## src/logic/ncos_pkg.sv

```systemverilog
package ncos_pkg;
   // ----------------------------------------
   // Timing
   // ----------------------------------------
   localparam int unsigned CLK_HZ        = 100000000;       // System clock rate
   localparam int unsigned PWRUP_HOLD_MS = 4000;            // Power-up reset hold
   localparam int unsigned RRW_HOLD_MS   = 500;             // Hold after rewind release
   localparam int unsigned STOP_HOLD_MS  = 1000;            // Hold after stop or alarm
   localparam int unsigned PWRUP_CYC     = PWRUP_HOLD_MS * (CLK_HZ / 1000);
   localparam int unsigned RRW_CYC       = RRW_HOLD_MS * (CLK_HZ / 1000);
   localparam int unsigned STOP_CYC      = STOP_HOLD_MS * (CLK_HZ / 1000);
   localparam int unsigned CNT_W         = 29;              // Holds the longest count
   // ----------------------------------------
   // Register map and fields
   // ----------------------------------------
   localparam logic [3:0] REG_STATUS  = 4'h0;               // Read-only flags
   localparam logic [3:0] REG_COMMAND = 4'h4;               // Sequence commands
   localparam int unsigned CMD_START   = 0;                 // Write 1: start pulse
   localparam int unsigned CMD_PAUSE_N = 1;                 // Pause command, low active
   localparam int unsigned CMD_RRW     = 2;                 // Reset and rewind level
   localparam int unsigned CMD_STROBE  = 3;                 // Random feed strobe
   localparam int unsigned CMD_MODE    = 4;                 // Mode request, 3 bits
   localparam int unsigned ST_MODE     = 12;                // Active mode in status
   localparam int unsigned ST_SVOFF    = 16;                // Axis servo-off readback
   localparam logic [7:0] CMD_RST_VAL  = 8'h02;             // Pause released, memory mode
   // ----------------------------------------
   // Operating modes
   // ----------------------------------------
   localparam logic [2:0] MODE_MEM  = 3'h0;
   localparam logic [2:0] MODE_MDI  = 3'h1;
   localparam logic [2:0] MODE_TAPE = 3'h2;
   localparam logic [2:0] MODE_JOG  = 3'h3;
   localparam logic [2:0] MODE_HND  = 3'h4;
   localparam logic [2:0] MODE_INC  = 3'h5;
   localparam logic [2:0] MODE_REF  = 3'h6;
   localparam logic [2:0] MODE_MRF  = 3'h7;
   // ----------------------------------------
   // Types
   // ----------------------------------------
   localparam int unsigned NAXES = 4;
   typedef enum logic [1:0] {ST_RESET, ST_STOPPED, ST_PAUSED, ST_EXEC} ncos_auto_t;
   typedef struct packed {
      logic [NAXES-1:0] axis_servo_off_n;   // Per-axis servo off, low active
      logic [NAXES-1:0] axis_is_plc;        // Axis driven by the sequence program
      logic [NAXES-1:0] axis_accdec_busy;   // Axis has acc/dec delay left
      logic             feed_done;          // Random feed motion complete
      logic             block_stop;         // Halted at end of a block
      logic             servo_alarm_reset;  // Resettable alarm cleared
      logic             servo_diag_ok;      // Servo self-diagnosis passed
      logic             power_fail;         // Controller power going down
      logic             cpu_fault;          // Processor or memory fault
      logic             servo_alarm_fatal;  // Alarm needing power cycle
      logic             servo_alarm;        // Any servo alarm
      logic             estop;              // Emergency stop input
   } ncos_pin_t;
   localparam int unsigned PIN_W = $bits(ncos_pin_t);
   typedef struct packed {
      logic all_axes_smoothing_zero;
      logic mdi_mode_flag;
      logic manual_random_feed_active;
      logic in_reset_flag;
      logic auto_paused_flag;
      logic auto_executing_flag;
      logic auto_run_flag;
      logic servo_ready;
      logic controller_ready;
   } ncos_flags_t;
endpackage : ncos_pkg

```

## src/logic/ncos_status.sv

```systemverilog
`timescale 1ns/100ps
module ncos_status
   import ncos_pkg::*;
#(
   parameter int unsigned PWRUP_CYC_P = PWRUP_CYC,   // Power-up hold in cycles
   parameter int unsigned RRW_CYC_P   = RRW_CYC,     // Rewind hold in cycles
   parameter int unsigned STOP_CYC_P  = STOP_CYC     // Stop/alarm hold in cycles
)(
   input  wire logic        clk,
   input  wire logic        rst,
   input  wire ncos_pin_t   pins,
   input  wire logic [3:0]  avs_address,
   input  wire logic        avs_read,
   input  wire logic        avs_write,
   input  wire logic [31:0] avs_writedata,
   input  wire logic [3:0]  avs_byteenable,
   output logic [31:0]      avs_readdata,
   output logic             avs_waitrequest,
   output ncos_flags_t      flags
);

   // ----------------------------------------
   // Pin synchronisers
   // ----------------------------------------
   logic [PIN_W-1:0] s1_q;         // First stage, read by s2 only
   logic [PIN_W-1:0] s2_q;         // Second stage
   logic [PIN_W-1:0] s3_q;         // Third stage
   logic [PIN_W-1:0] filt_q;       // Accepted level
   logic [PIN_W-1:0] pin_raw;      // Flattened pin group
   ncos_pin_t        pin_f;        // Filtered pins as a struct

   assign pin_raw = pins;

   genvar gi;
   generate
      for (gi = 0; gi < PIN_W; gi++)
      begin : g_sync
         // Level changes only once stages two and three agree
         always_ff @(posedge clk)
         begin
            if (rst)
            begin
               s1_q[gi]   <= 1'b0;
               s2_q[gi]   <= 1'b0;
               s3_q[gi]   <= 1'b0;
               filt_q[gi] <= 1'b0;
            end
            else
            begin
               s1_q[gi] <= pin_raw[gi];
               s2_q[gi] <= s1_q[gi];
               s3_q[gi] <= s2_q[gi];
               if (s2_q[gi] == s3_q[gi])
               begin
                  filt_q[gi] <= s3_q[gi];
               end
            end
         end
      end
   endgenerate

   assign pin_f = ncos_pin_t'(filt_q);

   // ----------------------------------------
   // Bus slave
   // ----------------------------------------
   logic        wait_q;          // Registered waitrequest
   logic        wait_d;
   logic [31:0] rdata_q;         // Registered read data
   logic [31:0] rdata_d;
   logic [7:0]  cmd_q;           // Command register, byte 0
   logic [7:0]  cmd_d;
   logic        start_q;         // One-cycle start pulse
   logic        start_d;
   logic        req;             // Any access pending
   logic        commit;          // Edge where master sees wait low
   logic        hit_cmd;         // Command register addressed
   logic        hit_st;          // Status register addressed
   logic        wr_cmd;          // Committed byte-0 command write
   logic [31:0] status_word;     // Assembled status read value

   assign req     = avs_read | avs_write;
   assign commit  = req & ~wait_q;
   assign hit_cmd = (avs_address == REG_COMMAND);
   assign hit_st  = (avs_address == REG_STATUS);
   assign wr_cmd  = commit & avs_write & hit_cmd & avs_byteenable[0];

   // One wait cycle: wait drops after the first request cycle
   assign wait_d = ~(req & wait_q);

   // Start bit is self-clearing and never stored
   assign start_d = wr_cmd & avs_writedata[CMD_START];
   assign cmd_d   = wr_cmd ? {avs_writedata[7:1], 1'b0} : cmd_q;

   // Unmapped addresses read zero and ignore writes
   assign rdata_d = (req & wait_q & avs_read) ?
                    (hit_st ? status_word : (hit_cmd ? {24'h000000, cmd_q} : 32'h00000000)) :
                    rdata_q;

   // Bus registers
   always_ff @(posedge clk)
   begin
      if (rst)
      begin
         wait_q  <= 1'b1;
         rdata_q <= 32'h00000000;
         cmd_q   <= CMD_RST_VAL;
         start_q <= 1'b0;
      end
      else
      begin
         wait_q  <= wait_d;
         rdata_q <= rdata_d;
         cmd_q   <= cmd_d;
         start_q <= start_d;
      end
   end

   assign avs_waitrequest = wait_q;
   assign avs_readdata    = rdata_q;

   // ----------------------------------------
   // Command decode
   // ----------------------------------------
   logic       pause_n;          // Pause command, low active
   logic       reset_rewind_cmd;              // Reset and rewind level
   logic       strobe;           // Random feed strobe level
   logic [2:0] mode_req;         // Requested mode
   logic       strobe_prev_q;    // Strobe one cycle back

   assign pause_n  = cmd_q[CMD_PAUSE_N];
   assign reset_rewind_cmd      = cmd_q[CMD_RRW];
   assign strobe   = cmd_q[CMD_STROBE];
   assign mode_req = cmd_q[CMD_MODE +: 3];

   // Automatic modes are memory, MDI and tape
   function automatic logic is_auto(input logic [2:0] m);
      is_auto = (m == MODE_MEM) | (m == MODE_MDI) | (m == MODE_TAPE);
   endfunction : is_auto

   // ----------------------------------------
   // Edge detection on filtered pins and the command strobe
   // ----------------------------------------
   ncos_pin_t prev_q;            // Filtered pins one cycle back
   logic      diag_rise;         // Diagnosis just passed
   logic      arst_rise;         // Alarm reset just seen
   logic      estop_fall;        // Emergency stop released
   logic      bstop_rise;        // Block stop event
   logic      fdone_rise;        // Feed completion event
   logic      strobe_rise;       // Strobe rising edge

   assign diag_rise   = pin_f.servo_diag_ok & ~prev_q.servo_diag_ok;
   assign arst_rise   = pin_f.servo_alarm_reset & ~prev_q.servo_alarm_reset;
   assign estop_fall  = ~pin_f.estop & prev_q.estop;
   assign bstop_rise  = pin_f.block_stop & ~prev_q.block_stop;
   assign fdone_rise  = pin_f.feed_done & ~prev_q.feed_done;
   assign strobe_rise = strobe & ~strobe_prev_q;

   // Previous values for edge detectors
   always_ff @(posedge clk)
   begin
      if (rst)
      begin
         prev_q        <= '0;
         strobe_prev_q <= 1'b0;
      end
      else
      begin
         prev_q        <= pin_f;
         strobe_prev_q <= strobe;
      end
   end

   // ----------------------------------------
   // Reset condition and hold timer
   // ----------------------------------------
   logic             reset_cond;    // Rewind, stop or alarm
   logic             stop_alarm;    // Stop or alarm present
   logic [CNT_W-1:0] hold_q;        // Remaining hold cycles
   logic [CNT_W-1:0] hold_d;
   logic [CNT_W-1:0] hold_load;     // Hold figure for current cause
   logic             hold_zero;     // Timer expired
   logic             boot_q;        // Power-up hold has run out once
   logic             boot_d;

   assign stop_alarm = pin_f.estop | pin_f.servo_alarm;
   assign reset_cond = reset_rewind_cmd | stop_alarm;
   assign hold_zero  = (hold_q == '0);

   // Stop/alarm figure wins when both causes overlap; a longer remaining count is kept
   assign hold_load = stop_alarm ? CNT_W'(STOP_CYC_P) : CNT_W'(RRW_CYC_P);
   assign hold_d    = reset_cond ? ((hold_load > hold_q) ? hold_load : hold_q) :
                      (hold_zero ? hold_q : hold_q - CNT_W'(1));
   assign boot_d    = boot_q | (hold_zero & ~reset_cond);

   // Timer loads the power-up figure at reset
   always_ff @(posedge clk)
   begin
      if (rst)
      begin
         hold_q <= CNT_W'(PWRUP_CYC_P);
         boot_q <= 1'b0;
      end
      else
      begin
         hold_q <= hold_d;
         boot_q <= boot_d;
      end
   end

   // ----------------------------------------
   // Mode switching
   // ----------------------------------------
   logic [2:0] mode_q;           // Active mode
   logic [2:0] mode_d;
   logic       smooth_zero;      // No command axis delayed

   // Auxiliary axes never hold off a mode change
   assign smooth_zero = ~|(pin_f.axis_accdec_busy & ~pin_f.axis_is_plc);

   // A new mode only lands once motion has settled
   assign mode_d = smooth_zero ? mode_req : mode_q;

   // Active mode register
   always_ff @(posedge clk)
   begin
      if (rst)
      begin
         mode_q <= MODE_MEM;
      end
      else
      begin
         mode_q <= mode_d;
      end
   end

   // ----------------------------------------
   // Readiness
   // ----------------------------------------
   logic fatal_q;                // Sticky fatal alarm, cleared by power only
   logic fatal_d;
   logic ctrl_clear;             // Controller ready must drop
   logic sv_clear;               // Servo ready must drop
   logic sv_set;                 // Servo ready may rise
   logic ctrl_ready_d;
   logic servo_ready_d;
   ncos_flags_t flags_q;         // Registered flags, also read by the hold terms
   ncos_flags_t flags_d;

   assign fatal_d      = fatal_q | pin_f.servo_alarm_fatal;
   assign ctrl_clear   = pin_f.power_fail | pin_f.cpu_fault | fatal_d;
   assign ctrl_ready_d = boot_d & ~ctrl_clear;

   // Servo-off requests are not part of the clear term
   assign sv_clear = pin_f.servo_alarm | pin_f.estop | ctrl_clear;
   assign sv_set   = diag_rise | arst_rise | estop_fall;
   assign servo_ready_d = ~sv_clear & (flags_q.servo_ready | sv_set);

   // Fatal alarm latch
   always_ff @(posedge clk)
   begin
      if (rst)
      begin
         fatal_q <= 1'b0;
      end
      else
      begin
         fatal_q <= fatal_d;
      end
   end

   // ----------------------------------------
   // Automatic operation state
   // ----------------------------------------
   ncos_auto_t auto_q;           // Current state
   ncos_auto_t auto_d;
   logic       go;               // Start may launch or resume
   logic       halt;             // Pause or switch to manual

   // Resume needs pause released and an automatic mode
   assign go   = start_q & pause_n & is_auto(mode_q);
   // Level pause, so lock or M-function cannot mask it
   assign halt = ~pause_n | ~is_auto(mode_q);

   // Next-state selection, reset condition first
   always_comb
   begin
      auto_d = auto_q;
      if (reset_cond)
      begin
         auto_d = ST_RESET;
      end
      else
      begin
         case (auto_q)
            ST_RESET:
            begin
               if (go)
               begin
                  auto_d = ST_EXEC;
               end
            end
            ST_EXEC:
            begin
               if (halt)
               begin
                  auto_d = ST_PAUSED;
               end
               else if (bstop_rise)
               begin
                  auto_d = ST_STOPPED;
               end
            end
            ST_STOPPED:
            begin
               // Pause during a block stop still counts as a pause
               if (halt)
               begin
                  auto_d = ST_PAUSED;
               end
               else if (go)
               begin
                  auto_d = ST_EXEC;
               end
            end
            ST_PAUSED:
            begin
               if (go)
               begin
                  auto_d = ST_EXEC;
               end
            end
            default:
            begin
               auto_d = ST_RESET;
            end
         endcase
      end
   end

   // State register
   always_ff @(posedge clk)
   begin
      if (rst)
      begin
         auto_q <= ST_RESET;
      end
      else
      begin
         auto_q <= auto_d;
      end
   end

   // ----------------------------------------
   // Manual random feed
   // ----------------------------------------
   logic mrf_set;                // Strobe seen in feed mode
   logic mrf_clr;                // Feed done or rewind
   logic mrf_d;

   assign mrf_set = strobe_rise & (mode_q == MODE_MRF);
   assign mrf_clr = fdone_rise | reset_rewind_cmd;
   // A new strobe in the clearing cycle is kept
   assign mrf_d   = mrf_set | (flags_q.manual_random_feed_active & ~mrf_clr);

   // ----------------------------------------
   // Flag outputs
   // ----------------------------------------
   // Flags are decoded from the next state so they land with it
   always_comb
   begin
      flags_d                           = '0;
      flags_d.controller_ready          = ctrl_ready_d;
      flags_d.servo_ready               = servo_ready_d;
      flags_d.auto_run_flag             = (auto_d != ST_RESET);
      flags_d.auto_executing_flag       = (auto_d == ST_EXEC);
      flags_d.auto_paused_flag          = (auto_d == ST_PAUSED);
      flags_d.in_reset_flag             = reset_cond | ~(hold_d == '0);
      flags_d.manual_random_feed_active = mrf_d;
      flags_d.mdi_mode_flag             = (mode_d == MODE_MDI);
      flags_d.all_axes_smoothing_zero   = smooth_zero;
   end

   // All flags clear at reset
   always_ff @(posedge clk)
   begin
      if (rst)
      begin
         flags_q <= '0;
      end
      else
      begin
         flags_q <= flags_d;
      end
   end

   assign flags = flags_q;

   // ----------------------------------------
   // Status word
   // ----------------------------------------
   // Servo-off bits are only read back, never acted on
   always_comb
   begin
      status_word                      = 32'h00000000;
      status_word[$bits(ncos_flags_t)-1:0] = flags_q;
      status_word[ST_MODE +: 3]        = mode_q;
      status_word[ST_SVOFF +: NAXES]   = pin_f.axis_servo_off_n;
   end

endmodule : ncos_status

```

## config.mk

```make
export PLATFORM = sky130hd
export DESIGN_NAME = ncos_status
export DESIGN_NICKNAME = d
export VERILOG_FILES = /design/src/logic/ncos_pkg.sv /design/src/logic/ncos_status.sv
export SDC_FILE = /design/constraint.sdc
export NUM_CORES = 1
export LEC_CHECK = 0
export ABC_AREA = 1
export BUFFER_PORTS_ARGS = -buffer_cell sky130_fd_sc_hd__buf_2
export CELL_PAD_IN_SITES_DETAIL_PLACEMENT = 1
export CELL_PAD_IN_SITES_GLOBAL_PLACEMENT = 1
export CORE_UTILIZATION = 37
export CTS_CLUSTER_DIAMETER = 120
export DETAILED_ROUTE_END_ITERATION = 6
export PLACE_DENSITY_LB_ADDON = 0.12
export SLEW_MARGIN = 20
export SYNTH_ARGS = -nofsm -noshare
export SYNTH_HDL_FRONTEND = slang
export SYNTH_SLANG_ARGS = --single-unit
```

## constraint.sdc

```tcl
create_clock -name clk -period 2.3 [get_ports clk]
set_clock_uncertainty 0.15 [all_clocks]
set_input_delay 0.115 -clock clk [delete_from_list [all_inputs] [get_ports clk]]
set_output_delay 0.115 -clock clk [all_outputs]
set_load 0.02 [all_outputs]
```

==> run metrics <==
Final HPWL DP 15200 µm; worst slew pin tran 0.542 ns; Die X 138 µm; slew margin rel. 63.9%; critical-path cell list nor2_4 > ha_1 > nand3_2 > nor2_2 > nand2_1 > nor2_1 > nand2_1 > nand3_2 > nand3_4 > buf_12 > buf_8 > buf_4 > nand3_2 > nand2_1 > nor2_1 > nand2_1 > nor2_1 > nand2_1 > nor2_1 > nor2_1; CTS tree yes; Synth Register Bits 160; FP Rows 49; first-pass GRT wire length 34100 µm; CP bufs+invs 3; share of layout cells above drive strength 1 27.7%; synth unique cells 39; Initial Utilization 37.9%; dpl ws -0.582 ns; fin. max-slew vios 0; fmax 362 MHz; failing checks setup timing; vias in the first global route 6869; total power 6.98 mW; Tightest Hold Check Type input port to flip-flop; post-synthesis sequential area ratio 46.8%; PortBufs 63; Post-synth EDFFs 0; grt total ovfl 0; Crit path depth 20; R2R cell count 20; commonest non-fill, non-tap cell in the layout nor2_1; WP data required 2.44 ns; Synth top area share 46.8%; Mapped Cells 950; clk root buf clkbuf_16; Routed Antenna Nets 0; CP Class flip-flop to flip-flop; IO Count 107; Synth Flop Type dfxtp_1; Worst setup EP type flip-flop; worst-skew pair later-pin latency 0.43 ns; slowest library cell on the worst path dfxtp_4; Area Overhead vs Synth 40.8%; number of clock sinks 160; mean number of vias per cell 4.70; leading area contributor after synthesis dfxtp_1; routed vias 6768; Crit path max-delay family simple AND/OR/NAND/NOR gates; Remaining DRCs 0; crit path time final 2.76 ns; antenna violations before repair 0; max cap viols 0; total core area 0.0180 mm²; Leakage 4.47 nW; Ant. Diodes 0; fin cells 1441; Worst Hold Depth 5; sequential share of power 42.1%; RSZ-0062 raised after global routing true; cell total after placement 1362; Synth Cell Area 0.00684 mm²; final wirelength 21600 µm; H-tree Lvls 4; switching part of the total 28.0%; CP startpoint kind flip-flop; Worst Path Max Fanout 8; Clock power frac 39.5%; Setup-failing EPs final 11; total CTS buffers 17; # nets final 1270; Int Pwr 5.02 mW; outcome finished with violations; Worst-path clk slew 0.07 ns; pin count of the biggest net entering global routing 121; fraction of registers with async set/reset 0%; arrival time at the worst endpoint 2.90 ns; gr usage total 23.6%; Tcrit/Tclk final 120%; highest-count cells in the layout ignoring fill and taps nor2_1, dfxtp_1, nand2_1, buf_4, inv_1; PnR worst setup slack -0.462 ns; Power per Cell Area 725 mW/mm²; Synth area leaders dfxtp_1, nor2_1, nand2_1; Final Hold Vio Count 0; YS warnings 0; 1st-pass router iterations 4; Worst IR Drop VDD 517 µV; gp weighted congestion 0.918; critical path's largest stage delay 0.36 ns; combinational power share 18.5%; die area 0.0190 mm²; Wirelength per Cell 15.0 µm; Die Y 138 µm; DRC marker count from the first detailed-route iteration 190; clk buf depth 2; Sw Pwr 1.96 mW; syn_area_per_cell 7.20 µm²
==> cell usage after synthesis, types with 9 or more instances <==
library cell,number
nand4_1,10
nor2_2,12
buf_4,16
inv_1,142
nand3_1,40
a31oi_1,9
nor2_1,203
nor3_1,10
a21oi_1,65
dfxtp_1,160
a211oi_1,9
nand2_1,158
clkbuf_1,15
o21ai_0,24
nand2_2,9
==> power groups by stage <==
stage | Clock, mW | Sequential, mW | Combinational [mW]
4_1_cts | 2.82 | 2.94 | 1.22
3_5_place_dp | 0 | 3.00 | 1.15
2_1_floorplan | 0 | 2.99 | 0.555
5_1_grt | 2.93 | 2.95 | 1.43
3_3_place_gp | 0 | 3.00 | 1.13
6_report | 2.76 | 2.94 | 1.29
==> final timing paths <==
check / from / end / slack, ns
hold reg to reg: s1_q[19] / s2_q[19] / 0.25
setup reg to reg: filt_q[1] / flags[5] / -0.46
setup / recovery: filt_q[1] / flags[5] / -0.46
hold / removal: avs_address[3] / avs_readdata[19] / 0.04
==> flip-flops by register name, summed over array words and instances (netlist names), 2 cells and up <==
| register | count |
|---|---|
| hold_q | 29 |
| filt_q | 21 |
| s1_q | 21 |
| s2_q | 21 |
| s3_q | 21 |
| avs_readdata | 16 |
| flags | 9 |
| cmd_q | 7 |
| prev_q | 5 |
| mode_q | 3 |
| auto_q | 2 |
==> metrics by stage <==
step                      instance area [µm²]  utilization (%)  hold slack [ns]  TNS, ns
after global routing                     9630             53.4           0.0425    -5.84
after global placement                   8370             46.5            0.163    -1.09
after detailed placement                 8370             46.5            0.175    -2.20
after CTS                                9390             52.1           0.0246   -0.734
after floorplan                          6900                -           0.0720   -0.125
final                                    9630             53.4           0.0396    -1.50
==> cell families after synthesis <==
group / synth area share [%]
AO/OA/AOI/OAI: 9.15
XOR/XNOR: 0.896
adder cells (fa/ha/maj): 1.10
buffers and inverters: 11.8
flip-flops: 46.8
other: 0.0548
AND/OR/NAND/NOR: 30.2
==> routing by layer <==
metal / part of all wire, % / global-route usage [%]
met1: 43 / 27.8
met2: 51 / 42.1
met3: 3.5 / 4.71
met4: 2.2 / 8.27
met5: 0 / 0
==> worst register-to-register path, stage by stage, from the launching register on <==
cell     delay, ns
dfxtp_4       0.36
nor2_4        0.22
ha_1          0.17
nand3_2       0.09
nor2_2        0.14
nand2_1       0.08
nor2_1        0.11
nand2_1       0.09
nand3_2       0.12
nand3_4       0.12
buf_12        0.15
buf_8         0.13
buf_4         0.13
nand3_2       0.05
nand2_1       0.05
nor2_1        0.08
nand2_1       0.06
nor2_1        0.12
nand2_1       0.06
nor2_1        0.10
nor2_1        0.04
==> layout make-up <==
class / instances / area [µm²]
Inverter: 149 / 562
Tap cell: 229 / 287
Timing Repair Buffer: 256 / 1930
Multi-Input combinational cell: 615 / 3070
Clock buffer: 20 / 447
Clock inverter: 12 / 124
Sequential cell: 160 / 3210
Fill cell: 2303 / 8390
==> timing repair <==
| item | CTS | global route |
|---|---|---|
| setup buffers | 3 | 9 |
| hold buffers | 37 | 0 |
| hold endpoints to repair | 32 | 0 |
| setup endpoints to repair | 19 | 28 |
| resized for setup | 19 | 43 |
| pin swaps | 3 | 10 |
Note: power is estimated with default switching activity, not from simulation.
